$ cat config.mk
export PLATFORM = sky130hd
export DESIGN_NAME = tas_sequencer
export DESIGN_NICKNAME = d
export VERILOG_FILES = /design/src/logic/tas_pkg.sv /design/src/logic/tas_step_timer.sv /design/src/logic/tas_sequencer.sv
export SDC_FILE = /design/constraint.sdc
export NUM_CORES = 1
export LEC_CHECK = 0
export BUFFER_PORTS_ARGS = -buffer_cell sky130_fd_sc_hd__buf_4
export CORE_MARGIN = 2
export CORE_UTILIZATION = 60
export DETAILED_ROUTE_END_ITERATION = 8
export PLACE_DENSITY_LB_ADDON = 0.05
export RECOVER_POWER = 100
export SLEW_MARGIN = 5
export SYNTH_ARGS = -nofsm -noshare
export SYNTH_HDL_FRONTEND = slang
export SYNTH_SLANG_ARGS = --single-unit
$ cat constraint.sdc
create_clock -name ref_clk -period 3.8 [get_ports ref_clk]
set_clock_uncertainty 0.1 [all_clocks]
set_input_delay 0.95 -clock ref_clk [delete_from_list [all_inputs] [get_ports ref_clk]]
set_output_delay 0.95 -clock ref_clk [all_outputs]
set_load 0.005 [all_outputs]
$ cat src/logic/tas_pkg.sv
// package: constants and types for the tracking converter sequencer
package tas_pkg;
  localparam int unsigned CODE_W       = 10;
  localparam int unsigned FULL_SCALE   = 1024;
  localparam int unsigned EDGE_LIMIT   = 3;
  localparam int unsigned EDGE_W       = 2;
  localparam int unsigned CLK_HZ       = 125000000;
  localparam int unsigned STEP_MAX_HZ  = 1000;
  localparam int unsigned STEP_PERIOD_CYC = (CLK_HZ + STEP_MAX_HZ - 1) / STEP_MAX_HZ;
  localparam int unsigned STEPS_MAX    = 512 + 5;
  localparam logic [9:0]  CODE_RESET   = 10'h200;

  typedef enum logic [1:0] {
    ST_IDLE,
    ST_LOAD,
    ST_TRACK,
    ST_DONE
  } tas_state_t;

  typedef struct packed {
    logic [9:0] code;
    logic       done;
    logic       busy;
  } tas_result_t;
endpackage : tas_pkg

$ cat src/logic/tas_step_timer.sv
// module: step tick generator for the wiper clock
`timescale 1ns/10ps
module tas_step_timer #(
  parameter int unsigned PERIOD_CYC = tas_pkg::STEP_PERIOD_CYC
) (
  input  wire logic ref_clk,
  input  wire logic rst,
  input  wire logic run,
  output logic      tick
);
  if (PERIOD_CYC < 2) begin : g_period_check
    $error("period too short");
  end

  logic [31:0] cnt_q;

  always_ff @(posedge ref_clk or posedge rst) begin
    if (rst) begin
      cnt_q <= 32'h0;
    end else if (!run || cnt_q == PERIOD_CYC - 1) begin
      cnt_q <= 32'h0;
    end else begin
      cnt_q <= cnt_q + 32'h1;
    end
  end

  // tick on last count, so first step comes one full period after start
  assign tick = run && (cnt_q == PERIOD_CYC - 1);
endmodule : tas_step_timer

$ cat src/logic/tas_sequencer.sv
// module: tracking converter sequencer top
// Operation
// RQ1 - step pulses only after start pulse
// RQ2 - each step moves wiper one position
// RQ3 - comparator output selects step direction
// RQ4 - stop after third comparator rising edge
// RQ5 - no reload: continue from previous code
// RQ6 - reload: preload default code before stepping
// RQ7 - result is final wiper code
// RQ8 - step clock at most 1 kHz
// RQ9 - done held, code stable until start
`timescale 1ns/10ps
module tas_sequencer #(
  parameter int unsigned CLK_HZ          = tas_pkg::CLK_HZ,
  parameter int unsigned STEP_PERIOD_CYC = tas_pkg::STEP_PERIOD_CYC
) (
  input  wire logic                       ref_clk,
  input  wire logic                       rst,
  input  wire logic                       startPulse,
  input  wire logic                       autoReloadEn,
  input  wire logic [tas_pkg::CODE_W-1:0] defaultCode,
  input  wire logic                       comparator_output,
  output logic                            stepClk,
  output logic                            stepUp,
  output logic [tas_pkg::CODE_W-1:0]      wiperCode,
  output tas_pkg::tas_result_t            result
);

  ////////////////////////////////////////////////////////////////////////////
  // elaboration checks

  // shortest step period that keeps the wiper clock within its rate limit
  localparam int unsigned MinPeriodCyc =
    (CLK_HZ + tas_pkg::STEP_MAX_HZ - 1) / tas_pkg::STEP_MAX_HZ;

  if (STEP_PERIOD_CYC < MinPeriodCyc) begin : g_rate_check
    $error("step period gives a wiper clock above its rate limit");
  end

  if (STEP_PERIOD_CYC < 2) begin : g_period_check
    $error("step period too short for the step timer");
  end

  if (tas_pkg::EDGE_LIMIT < 1 || tas_pkg::EDGE_LIMIT > 2 ** tas_pkg::EDGE_W) begin : g_edge_check
    $error("edge limit does not fit the edge counter");
  end

  ////////////////////////////////////////////////////////////////////////////
  // helpers

  // true when this rise is the one that ends the conversion
  function automatic logic isFinalRise(
    input logic                       rise,
    input logic [tas_pkg::EDGE_W-1:0] count
  );
    isFinalRise = rise && (count == tas_pkg::EDGE_W'(tas_pkg::EDGE_LIMIT - 1));
  endfunction : isFinalRise

  // one position toward the input, held at either end of the range
  function automatic logic [tas_pkg::CODE_W-1:0] nextCode(
    input logic [tas_pkg::CODE_W-1:0] code,
    input logic                       up
  );
    logic [tas_pkg::CODE_W-1:0] next;
    next = code;
    if (up && code != {tas_pkg::CODE_W{1'b1}}) begin
      next = code + tas_pkg::CODE_W'(1);
    end else if (!up && code != '0) begin
      next = code - tas_pkg::CODE_W'(1);
    end
    nextCode = next;
  endfunction : nextCode

  ////////////////////////////////////////////////////////////////////////////
  // state and helper signals

  tas_pkg::tas_state_t                state_q;
  logic [tas_pkg::CODE_W-1:0]         code_q;
  logic [tas_pkg::EDGE_W-1:0]         edges_q;
  logic                               cmpPrev_q;
  logic                               stepClk_q;
  logic                               tick;
  logic                               cmpRise;
  logic                               tracking;
  logic                               loading;
  logic                               finalRise;
  logic                               stepTaken;

  assign tracking  = (state_q == tas_pkg::ST_TRACK);
  assign loading   = (state_q == tas_pkg::ST_LOAD);
  assign cmpRise   = comparator_output && !cmpPrev_q;
  assign finalRise = tracking && isFinalRise(cmpRise, edges_q); // RQ4

  // a step is only taken when the wiper can really move, so every pulse
  // on the wiper clock matches exactly one position of travel
  assign stepTaken = tracking && tick && !finalRise &&
                     (nextCode(code_q, comparator_output) != code_q); // RQ2

  ////////////////////////////////////////////////////////////////////////////
  // step rate timer

  tas_step_timer #(
    .PERIOD_CYC (STEP_PERIOD_CYC)
  ) u_timer (
    .ref_clk (ref_clk),
    .rst     (rst),
    .run     (tracking),
    .tick    (tick)
  ); // RQ8

  ////////////////////////////////////////////////////////////////////////////
  // conversion sequence

  always_ff @(posedge ref_clk or posedge rst) begin
    if (rst) begin
      state_q <= tas_pkg::ST_IDLE;
    end else begin
      case (state_q)
        tas_pkg::ST_IDLE,
        tas_pkg::ST_DONE: begin
          if (startPulse) begin
            state_q <= tas_pkg::ST_LOAD; // RQ1
          end
        end
        tas_pkg::ST_LOAD: begin
          state_q <= tas_pkg::ST_TRACK;
        end
        tas_pkg::ST_TRACK: begin
          if (finalRise) begin
            state_q <= tas_pkg::ST_DONE; // RQ4
          end
        end
        default: begin
          state_q <= tas_pkg::ST_IDLE;
        end
      endcase
    end
  end

  ////////////////////////////////////////////////////////////////////////////
  // comparator edge detection

  // the load cycle primes the previous level high, so a comparator that
  // is already high when tracking begins, or that moved because of a
  // preload, is not taken as a rise
  always_ff @(posedge ref_clk or posedge rst) begin
    if (rst) begin
      cmpPrev_q <= 1'b1;
    end else if (loading) begin
      cmpPrev_q <= 1'b1;
    end else begin
      cmpPrev_q <= comparator_output;
    end
  end

  always_ff @(posedge ref_clk or posedge rst) begin
    if (rst) begin
      edges_q <= '0;
    end else if (loading) begin
      edges_q <= '0;
    end else if (tracking && cmpRise) begin
      edges_q <= edges_q + tas_pkg::EDGE_W'(1); // RQ4
    end
  end

  ////////////////////////////////////////////////////////////////////////////
  // wiper code

  // comparator high means wiper is below input, so step up
  always_ff @(posedge ref_clk or posedge rst) begin
    if (rst) begin
      code_q <= tas_pkg::CODE_RESET;
    end else if (loading && autoReloadEn) begin
      code_q <= defaultCode; // RQ6
    end else if (stepTaken) begin
      code_q <= nextCode(code_q, comparator_output); // RQ2 RQ3
    end
    // without reload the load state leaves code_q untouched  RQ5
  end

  ////////////////////////////////////////////////////////////////////////////
  // wiper clock

  // pulse comes in the same cycle as the code change; none outside tracking
  always_ff @(posedge ref_clk or posedge rst) begin
    if (rst) begin
      stepClk_q <= 1'b0;
    end else begin
      stepClk_q <= stepTaken; // RQ1 RQ4 RQ8
    end
  end

  ////////////////////////////////////////////////////////////////////////////
  // outputs

  assign stepClk   = stepClk_q;
  assign stepUp    = comparator_output; // RQ3
  assign wiperCode = code_q;            // RQ9

  always_comb begin
    result.code = code_q;                        // RQ7
    result.done = (state_q == tas_pkg::ST_DONE); // RQ9
    result.busy = loading || tracking;
  end

endmodule : tas_sequencer

After elaboration in Yosys (flattened, before gate mapping)
Cells that the tools add are included.
- reductions and logical operators: 23
- muxes and demuxes: 11
- add/sub/neg operators: 4
- eq/ne operators: 9
- operators with widths (cell ; number):
    two-way mux 10 bit ; 4
    adder 32 x 1 -> 32 bit, second input constant ; 1
    equality test 32 x 17 -> 1 bit, second input constant ; 1
    two-way mux 32 bit ; 1
    logical AND 1 bit ; 11
    adder 10 x 1 -> 10 bit, second input constant ; 1
    != test 10 bit ; 1
    != test 10 bit, second input constant ; 1
    nonzero test 10 bit ; 1
    subtractor 10 x 1 -> 10 bit, second input constant ; 1
    two-way mux 2 bit ; 4
    equality test 2 bit, second input constant ; 3
    one-hot mux 2 bit (3 select lines) ; 1
    logical NOT 1 bit ; 4
    nonzero test 2 bit ; 2
    adder 2 x 1 -> 2 bit, second input constant ; 1
    equality test 2 x 1 -> 1 bit, second input constant ; 1
    logical NOT 2 bit ; 1
    logical OR 1 bit ; 2
    != test 2 x 1 -> 1 bit, second input constant ; 1
    != test 2 bit, second input constant ; 1
    AND reduction 2 bit ; 1
    OR reduction 2 bit ; 1
    two-way mux 1 bit ; 1
- bits in registers: 48
- input port bits: 15
- output and inout port bits: 24

Depth between registers and ports, before layout
Gate-level depths: netlist (run 1).
- depth after elaboration: 9
- mapped depth: 9
- mapped depth without buffers: 9

By module
Synthesis (run 1) repeated with hierarchy kept, for this count alone.
- cells, all modules: 349
- area, all modules: 3098.0 sq um
- modules (own cells, without submodules) (module ; cells an instance ; instances ; area each (sq um)):
    tas_step_timer ; 185 ; 1 ; 1677.9
    tas_sequencer ; 164 ; 1 ; 1420.1

Worst setup path after synthesis (run 1)
No wires, ideal clock.
- kind: input -> register
- start point: input comparator_output
- end point: register code_q, in the netlist wiperCode[9]
- required time: 3.628 ns
- buffers on the path: 1
- slack: 1.195 ns
- setup time: 0.072 ns
- arrival: 2.433 ns
- cell stages on the path: 7
- path through: buf_4 or4_4 or3_4 nor4_2 o21ai_1 xor2_1 o21ai_1
- word-level cells in the longest chain between the ends: 7
- RTL lines (what ; line ; text):
    start: declaration ; tas_sequencer.sv:22 ; input wire logic comparator_output,
    logical NOT 1 bit / logical AND 1 bit (equally long branches) ; tas_sequencer.sv:68, tas_sequencer.sv:91 ;
    logical AND 1 bit, on equally long branches ; tas_sequencer.sv:68, tas_sequencer.sv:56 ;
    two-way mux 10 bit / logical AND 1 bit (equally long branches) ; - ;
    two-way mux 10 bit / logical NOT 1 bit (equally long branches) ; tas_sequencer.sv:66, tas_sequencer.sv:96 ;
    != test 10 bit / logical AND 1 bit (equally long branches) ; tas_sequencer.sv:97, tas_sequencer.sv:96 ;
    logical AND 1 bit ; tas_sequencer.sv:96 ; assign stepTaken = tracking && tick && !finalRise &&
    nonzero test 2 bit (no line) ; - ;
    end signal: assignment ; tas_sequencer.sv:172 ; code_q <= tas_pkg::CODE_RESET;
    end signal: assignment ; tas_sequencer.sv:174 ; code_q <= defaultCode;
    end signal: assignment ; tas_sequencer.sv:176 ; code_q <= nextCode(code_q, comparator_output);
    end: declaration ; tas_sequencer.sv:78 ; logic [tas_pkg::CODE_W-1:0] code_q;
Parallel ways exist; a longest one is shown, timed or not. The select of a mux whose other input is x is not followed.
A chain may end at the register's enable or synchronous reset.

Worst setup path after layout (run 1)
- start point: register code_q, in the netlist wiperCode[0]
- end point: register code_q, in the netlist wiperCode[0]
- word-level cells in the longest chain between the ends: 7
- RTL lines (what ; line ; text):
    branches (longest 4 deep; another with subtractor 10 x 1 -> 10 bit) ; - ;
    != test 10 bit * ; tas_sequencer.sv:97 ; (nextCode(code_q, comparator_output) != code_q);
    logical AND 1 bit * ; tas_sequencer.sv:96 ;
    net stepTaken ; tas_sequencer.sv:87 ; logic stepTaken;
    nonzero test 2 bit (no line) * ; - ;
Mark *: on every way through the listed nets, which the timed path passes. The select of a mux whose other input is x is not followed.

==> results of run 1 <==
==> final timing paths <==
kind,start,to,slack (ps),depth (start not counted)
hold / removal,u_timer.cnt_q[0]$_DFF_PP0_,u_timer.cnt_q[0]$_DFF_PP0_,370,1
setup reg to reg,wiperCode[0]$_DFFE_PP0P_,wiperCode[0]$_DFFE_PP0P_,1110,9
setup / recovery,wiperCode[0]$_DFFE_PP0P_,wiperCode[0]$_DFFE_PP0P_,1110,9
hold reg to reg,u_timer.cnt_q[0]$_DFF_PP0_,u_timer.cnt_q[0]$_DFF_PP0_,370,1
min in group asynchronous,rst,u_timer.cnt_q[15]$_DFF_PP0_,1100,2
max in group asynchronous,rst,state_q[0]$_DFFE_PP0P_,1480,2
==> layout make-up <==
class / instances / area share [%]
Clock buffer: 7 / 2.70
Tap cell: 54 / 2.11
Clock inverter: 1 / 0.234
Inverter: 11 / 1.29
Multi-Input combinational cell: 245 / 47.0
Sequential cell: 48 / 37.6
Timing Repair Buffer: 39 / 9.03
==> critical path: stages, from the launching register on <==
cell and delay (ps):
dfrtp_1 490, inv_1 120, ha_1 180, or4b_1 490
nor3_1 390, a21oi_1 270, nand2_2 150, inv_1 110
xnor2_1 150, o21ai_0 80
==> report_power, final <==
part	switching, mW	internal (mW)
clock network	0.166	0.148
logic	0.288	0.289
registers	0.166	0.589
==> per-stage QoR <==
step                instance area [sq um]  setup WS, ps  utilization (%)  hold slack, ps  instances
floorplan                            2900          1190                -             333        326
global placement                     3140          1150             66.9             352        397
detailed placement                   3140          1080             66.9             364        397
CTS                                  3230          1330             68.9             376        405
global route                         3200           904             68.2             399        405
finish                               3200          1110             68.2             374        405
==> sequential cells by signal, summed over array words and instances, names as in the netlist <==
name / flops
state_q: 2
wiperCode: 10
u_timer.cnt_q: 32
edges_q: 2
stepClk: 1
cmpPrev_q: 1
==> cells in the final DEF (no fill, tap or decap), types with 2 or more instances in the layout <==
cell | Yosys | final
xnor2_1 | 12 | 12
clkbuf_4 | 0 | 24
o22ai_1 | 5 | 5
inv_1 | 10 | 11
and2_1 | 3 | 2
buf_4 | 13 | 14
o21ai_1 | 3 | 2
clkbuf_1 | 6 | 2
nand3_1 | 24 | 24
nand2_1 | 29 | 29
nand4b_1 | 2 | 2
o31ai_1 | 4 | 4
clkbuf_8 | 0 | 6
o21ai_0 | 9 | 10
nand4_1 | 12 | 12
nor2_1 | 48 | 48
a21oi_1 | 11 | 11
or2_2 | 3 | 3
dfrtp_1 | 46 | 46
a41o_1 | 2 | 2
nor4b_1 | 3 | 3
and4_1 | 5 | 5
nor4_1 | 5 | 5
nor3_1 | 5 | 6
ha_1 | 9 | 9
xor2_1 | 23 | 23
or4_1 | 1 | 2
and3_1 | 6 | 6
nand2b_1 | 3 | 3
or3_1 | 2 | 2
==> metal layers <==
metal  track usage (%)  vias to the layer above  routed length (um)
li1                  -                     1175                   -
met1              31.1                     1095                2610
met2              39.0                       68                2890
met3              4.53                       11                 295
met4              10.7                        0                 111
met5                 0                        -                   0
==> logic make-up (layout without fill, tap and decap cells) <==
logic type                 Yosys count  after routing  synth area share (%)
xor gates and xnor gates            35             35                  10.6
buffers and inverters               33             58                  6.25
adders and majority gates            9              9                  3.88
DFF                                 48             48                  41.4
and+or+nand+nor                    161            161                  29.3
muxes                                1              1                 0.345
AOI/OAI and AO/OA                   39             39                  8.27
==> summary.md, run 1 <==
| Metric | Value |
|---|---|
| Gr usage total | 24.0% |
| Crit path time final | 2690 ps |
| Via density | 5.80 |
| Slew @ Worst Pin | 1750 ps |
| Relative slew slack | -16.9% |
| Area Growth Syn to Fin | 10.3% |
| FP Rows | 25 |
| Run status | complete, but fails checks |
| Count of cell types in the netlist | 49 |
| Clock latency on the worst-skew pair | 300 ps |
| CTS Buf Count | 5 |
| Routability congestion estimate | 0.891 |
| CP max FO | 10 |
| Setup TNS | 0 ps |
| Post-synthesis register bit count | 48 |
| DR DRC count | 0 |
| Share of cells above drive strength 1 | 15.1% |
| Area of the multi-input gates | 0.00151 sq mm |
| Sequential cell area | 0.00120 sq mm |
| Chip Width | 73.6 um |
| DR iter-0 viols | 140 |
| Initial core utilization | 61.9% |
| Initial antenna violation count | 0 |
| Worst Path Required | 3870 ps |
| Die Height | 73.6 um |
| Synthesized net count | 350 |
| Average cell area after synthesis | 8.91 sq um |
| First-pass GRT wire length | 10000 um |
| Routed Wire Length | 5910 um |
| Routed Antenna Nets | 0 |
| Failing checks | capacitance limit, slew limit |
| Dpl hpwl | 4380 um |
| Max-cap violations | 1 |
| DR WL/cell | 14.6 um |
| Largest net degree at the start of global routing | 49 |
| Most frequent cell after synthesis | nor2_1 |
| Count of port buffers added during placement | 38 |
| Via count | 2349 |
| Fin nets | 374 |
| Mapped Cells | 326 |
| Async SR Flop Fraction | 100% |
| Worst-path clk slew | 80 ps |
| Core ar. | 0.00469 sq mm |
| FMAX | 372 MHz |
| CP Data Arrival Time | 2760 ps |
| ANT cells | 0 |
| CTS Root Cell | clkbuf_8 |
| Clock Tree Buf Depth | 2 |
| Leading area contributor after synthesis | dfrtp_1 |
| Worst vdd ir | 0.392 mV |
| Mapped Area | 0.00290 sq mm |
| Tot Pwr | 1.64 mW |
| Final period util | 70.7% |
| P_leak | 1.36 nW |
| Number of synthesized flops with an enable pin | 0 |
| CTS tree | built |
| Yosys warns | 0 |
| CP Class | flop to flop |
| Cts repair resizes | 0 |
| Fin. Hold Viols | 0 |
| Slew Viols, Final | 49 |
| Die footprint | 0.00541 sq mm |
| Min-Delay Path Class | flop to flop |
| Final setup viols | 0 |
| H-tree depth | 2 |
| Seq/Total Area, Yosys | 41.4% |
| Worst setup EP type | flop |
| Critical path startpoint category | flop |
| Pwr dens | 514 mW/mm^2 |
| Cts-stage hold buffer count | 0 |
| Drt first pass iters | 4 |
| Most used DFF post-synth | dfrtp_1 |
| Top cell type's share of synthesized area | 39.6% |
| Post-synth top cells | 48 x nor2_1, 46 x dfrtp_1, 29 x nand2_1, 24 x nand3_1, 23 x xor2_1 |
| RSZ-0062 raised after global routing | false |
| Vias in the first global route | 2250 |
| FILL cells | 403 |
| CTS sink count | 48 |
| Synth area leaders | dfrtp_1 40%, xor2_1 6.9%, nor2_1 6.2% |
| Global route overflow | 0 |
| Boundary Pins | 39 |
| Post-CTS Setup Repair Bufs | 0 |
Power figures use the tool's default switching activity.
==> run 2: changes to the inputs <==
- CORE_UTILIZATION: 60 -> 58
- clock period: 3.8 -> 2.65 ns (I/O delays scaled with it)
==> summary.md, run 2 (synthesis results as in run 1) <==
| Metric | Value |
|---|---|
| Run status | complete, no violations |
| Via density | 5.67 |
| P_leak | 1.40 nW |
| CTS tree | built |
| CP max FO | 5 |
| Cell Chain, Critical Path | inv_1 > ha_1 > or4b_1 > nor3_2 > a21oi_1 > nand2_2 > inv_1 > a21oi_1 > o31ai_1 |
| Cts-stage hold buffer count | 0 |
| Routed Wire Length | 6100 um |
| Switching share of power | 38.3% |
| Min-Delay Path Class | flop to flop |
| Core ar. | 0.00479 sq mm |
| Fin nets | 384 |
| Critical path startpoint category | flop |
| DR iter-0 viols | 150 |
| Slew Viols, Final | 0 |
| Final setup viols | 0 |
| CP Class | flop to flop |
| Relative slew slack | 21.6% |
| Initial core utilization | 60.7% |
| Worst slack at placement | 254 ps |
| Crit path time final | 2350 ps |
| Worst setup EP type | flop |
| Clk pwr share | 18.7% |
| Tot Pwr | 2.44 mW |
| Worst vdd ir | 0.506 mV |
| Largest net degree at the start of global routing | 49 |
| Clock latency on the worst-skew pair | 300 ps |
| Vias in the first global route | 2311 |
| Clock Tree Buf Depth | 2 |
| Max reg flops | 32 |
| Post-layout worst setup margin | 301 ps |
| Comb pwr share | 39.3% |
| Routability congestion estimate | 0.910 |
| Most common cell after layout, fill and taps aside | nor2_1 |
| Most frequent cells in the layout | 48 x nor2_1, 46 x dfrtp_1, 29 x nand2_1 |
| Hold slack | 373 ps |
| First-pass GRT wire length | 10500 um |
| FILL cells | 418 |
| H-tree depth | 2 |
| FP Rows | 25 |
| DR DRC count | 0 |
| FMAX | 426 MHz |
| Area Growth Syn to Fin | 13.4% |
| CP Data Arrival Time | 2420 ps |
| Worst Path Required | 2720 ps |
| Gr usage total | 24.2% |
| Setup TNS | 0 ps |
| Slowest stage delay, CP | 510 ps |
| Boundary Pins | 39 |
| Global route overflow | 0 |
| Die footprint | 0.00559 sq mm |
| Via count | 2425 |
| Net Sw Power | 0.932 mW |
| Die Height | 74.8 um |
| CTS sink count | 48 |
| ANT cells | 0 |
| Slew @ Worst Pin | 1180 ps |
| Max-cap violations | 0 |
| RSZ-0062 raised after global routing | false |
| Routed Antenna Nets | 0 |
| CTS Buf Count | 5 |
| Initial antenna violation count | 0 |
| Pwr dens | 740 mW/mm^2 |
| Fin. Hold Viols | 0 |
| DR WL/cell | 14.2 um |
| Final period util | 88.6% |
| Worst-path clk slew | 90 ps |
| Power Internal | 1.50 mW |
| Drt first pass iters | 4 |
| Count of port buffers added during placement | 38 |
| Dpl hpwl | 4370 um |
| Share of cells above drive strength 1 | 16.6% |
| CTS Root Cell | clkbuf_8 |
| Reg with most FFs | u_timer.cnt_q |
| Critical-path top delay cell | or4b_1 |
| Seq pwr share | 42.1% |
| Chip Width | 74.8 um |
## run 2: changes by cell type in the layout (fill, tap and decap cells not counted), sizes merged
cell | previous run | this run
buf | 14 | 23
clkinvlp | 1 | 2
## run 2: routing by layer
| layer | GRT usage [%] | share of wire, % |
|---|---|---|
| met1 | 32.4 | 45 |
| met4 | 8.53 | 1.7 |
| met3 | 5.09 | 4.5 |
| met2 | 39.2 | 49 |
| met5 | 0 | 0 |
## run 2: what timing repair did
action                     4_1_cts  5_1_grt
setup endpoints to repair        0        1
gates resized for setup          0        0
hold endpoints to repair         0        0
setup buffers                    0        3
## run 2: path summary, 6_finish.rpt
| kind | start | endpoint | slack (ps) | cells after the start |
|---|---|---|---|---|
| worst max register to register | wiperCode[0]$_DFFE_PP0P_ | wiperCode[7]$_DFFE_PP0P_ | 300 | 9 |
| worst min register to register | u_timer.cnt_q[0]$_DFF_PP0_ | u_timer.cnt_q[0]$_DFF_PP0_ | 370 | 1 |
| worst max-delay path | wiperCode[0]$_DFFE_PP0P_ | wiperCode[7]$_DFFE_PP0P_ | 300 | 9 |
| max in group asynchronous | rst | u_timer.cnt_q[14]$_DFF_PP0_ | 1070 | 3 |
| min in group asynchronous | rst | u_timer.cnt_q[30]$_DFF_PP0_ | 650 | 3 |
| worst min-delay path | u_timer.cnt_q[0]$_DFF_PP0_ | u_timer.cnt_q[0]$_DFF_PP0_ | 370 | 1 |
## run 2: area by class of cell
type	count	area, sq um	area share [%]
Clock buffer	6	82.6	2.51
Clock inverter	2	15.0	0.456
Timing Repair Buffer	49	352	10.7
Sequential cell	48	1200	36.6
Multi-Input combinational cell	245	1510	46.0
Tap cell	67	83.8	2.55
Inverter	11	41.3	1.25
## run 2: power by group through the flow
| stage | Combinational, mW | Clock [mW] | Sequential (mW) |
|---|---|---|---|
| 2_1_floorplan | 0.666 | 0 | 0.998 |
| 3_3_place_gp | 0.993 | 0 | 1.04 |
| 3_5_place_dp | 1.01 | 0 | 1.04 |
| 4_1_cts | 1.02 | 0.468 | 1.03 |
| 5_1_grt | 1.07 | 0.504 | 1.04 |
| 6_report | 0.957 | 0.455 | 1.02 |
## run 2: stage by stage
step,cell area (sq um),instances,util (%)
final,3290,428,68.8
after global routing,3290,428,68.8
after CTS,3320,425,69.3
after detailed placement,3220,417,67.3
after global placement,3220,417,67.3
after floorplan,2900,326,-
## run 2: critical path: cells and delay by family, from the launching register on
family	cells	cell delay (ps)
AOI/OAI and AO/OA	3	460
buffers and inverters	2	180
adders and majority gates	1	160
and+or+nand+nor	3	930
DFF	1	390
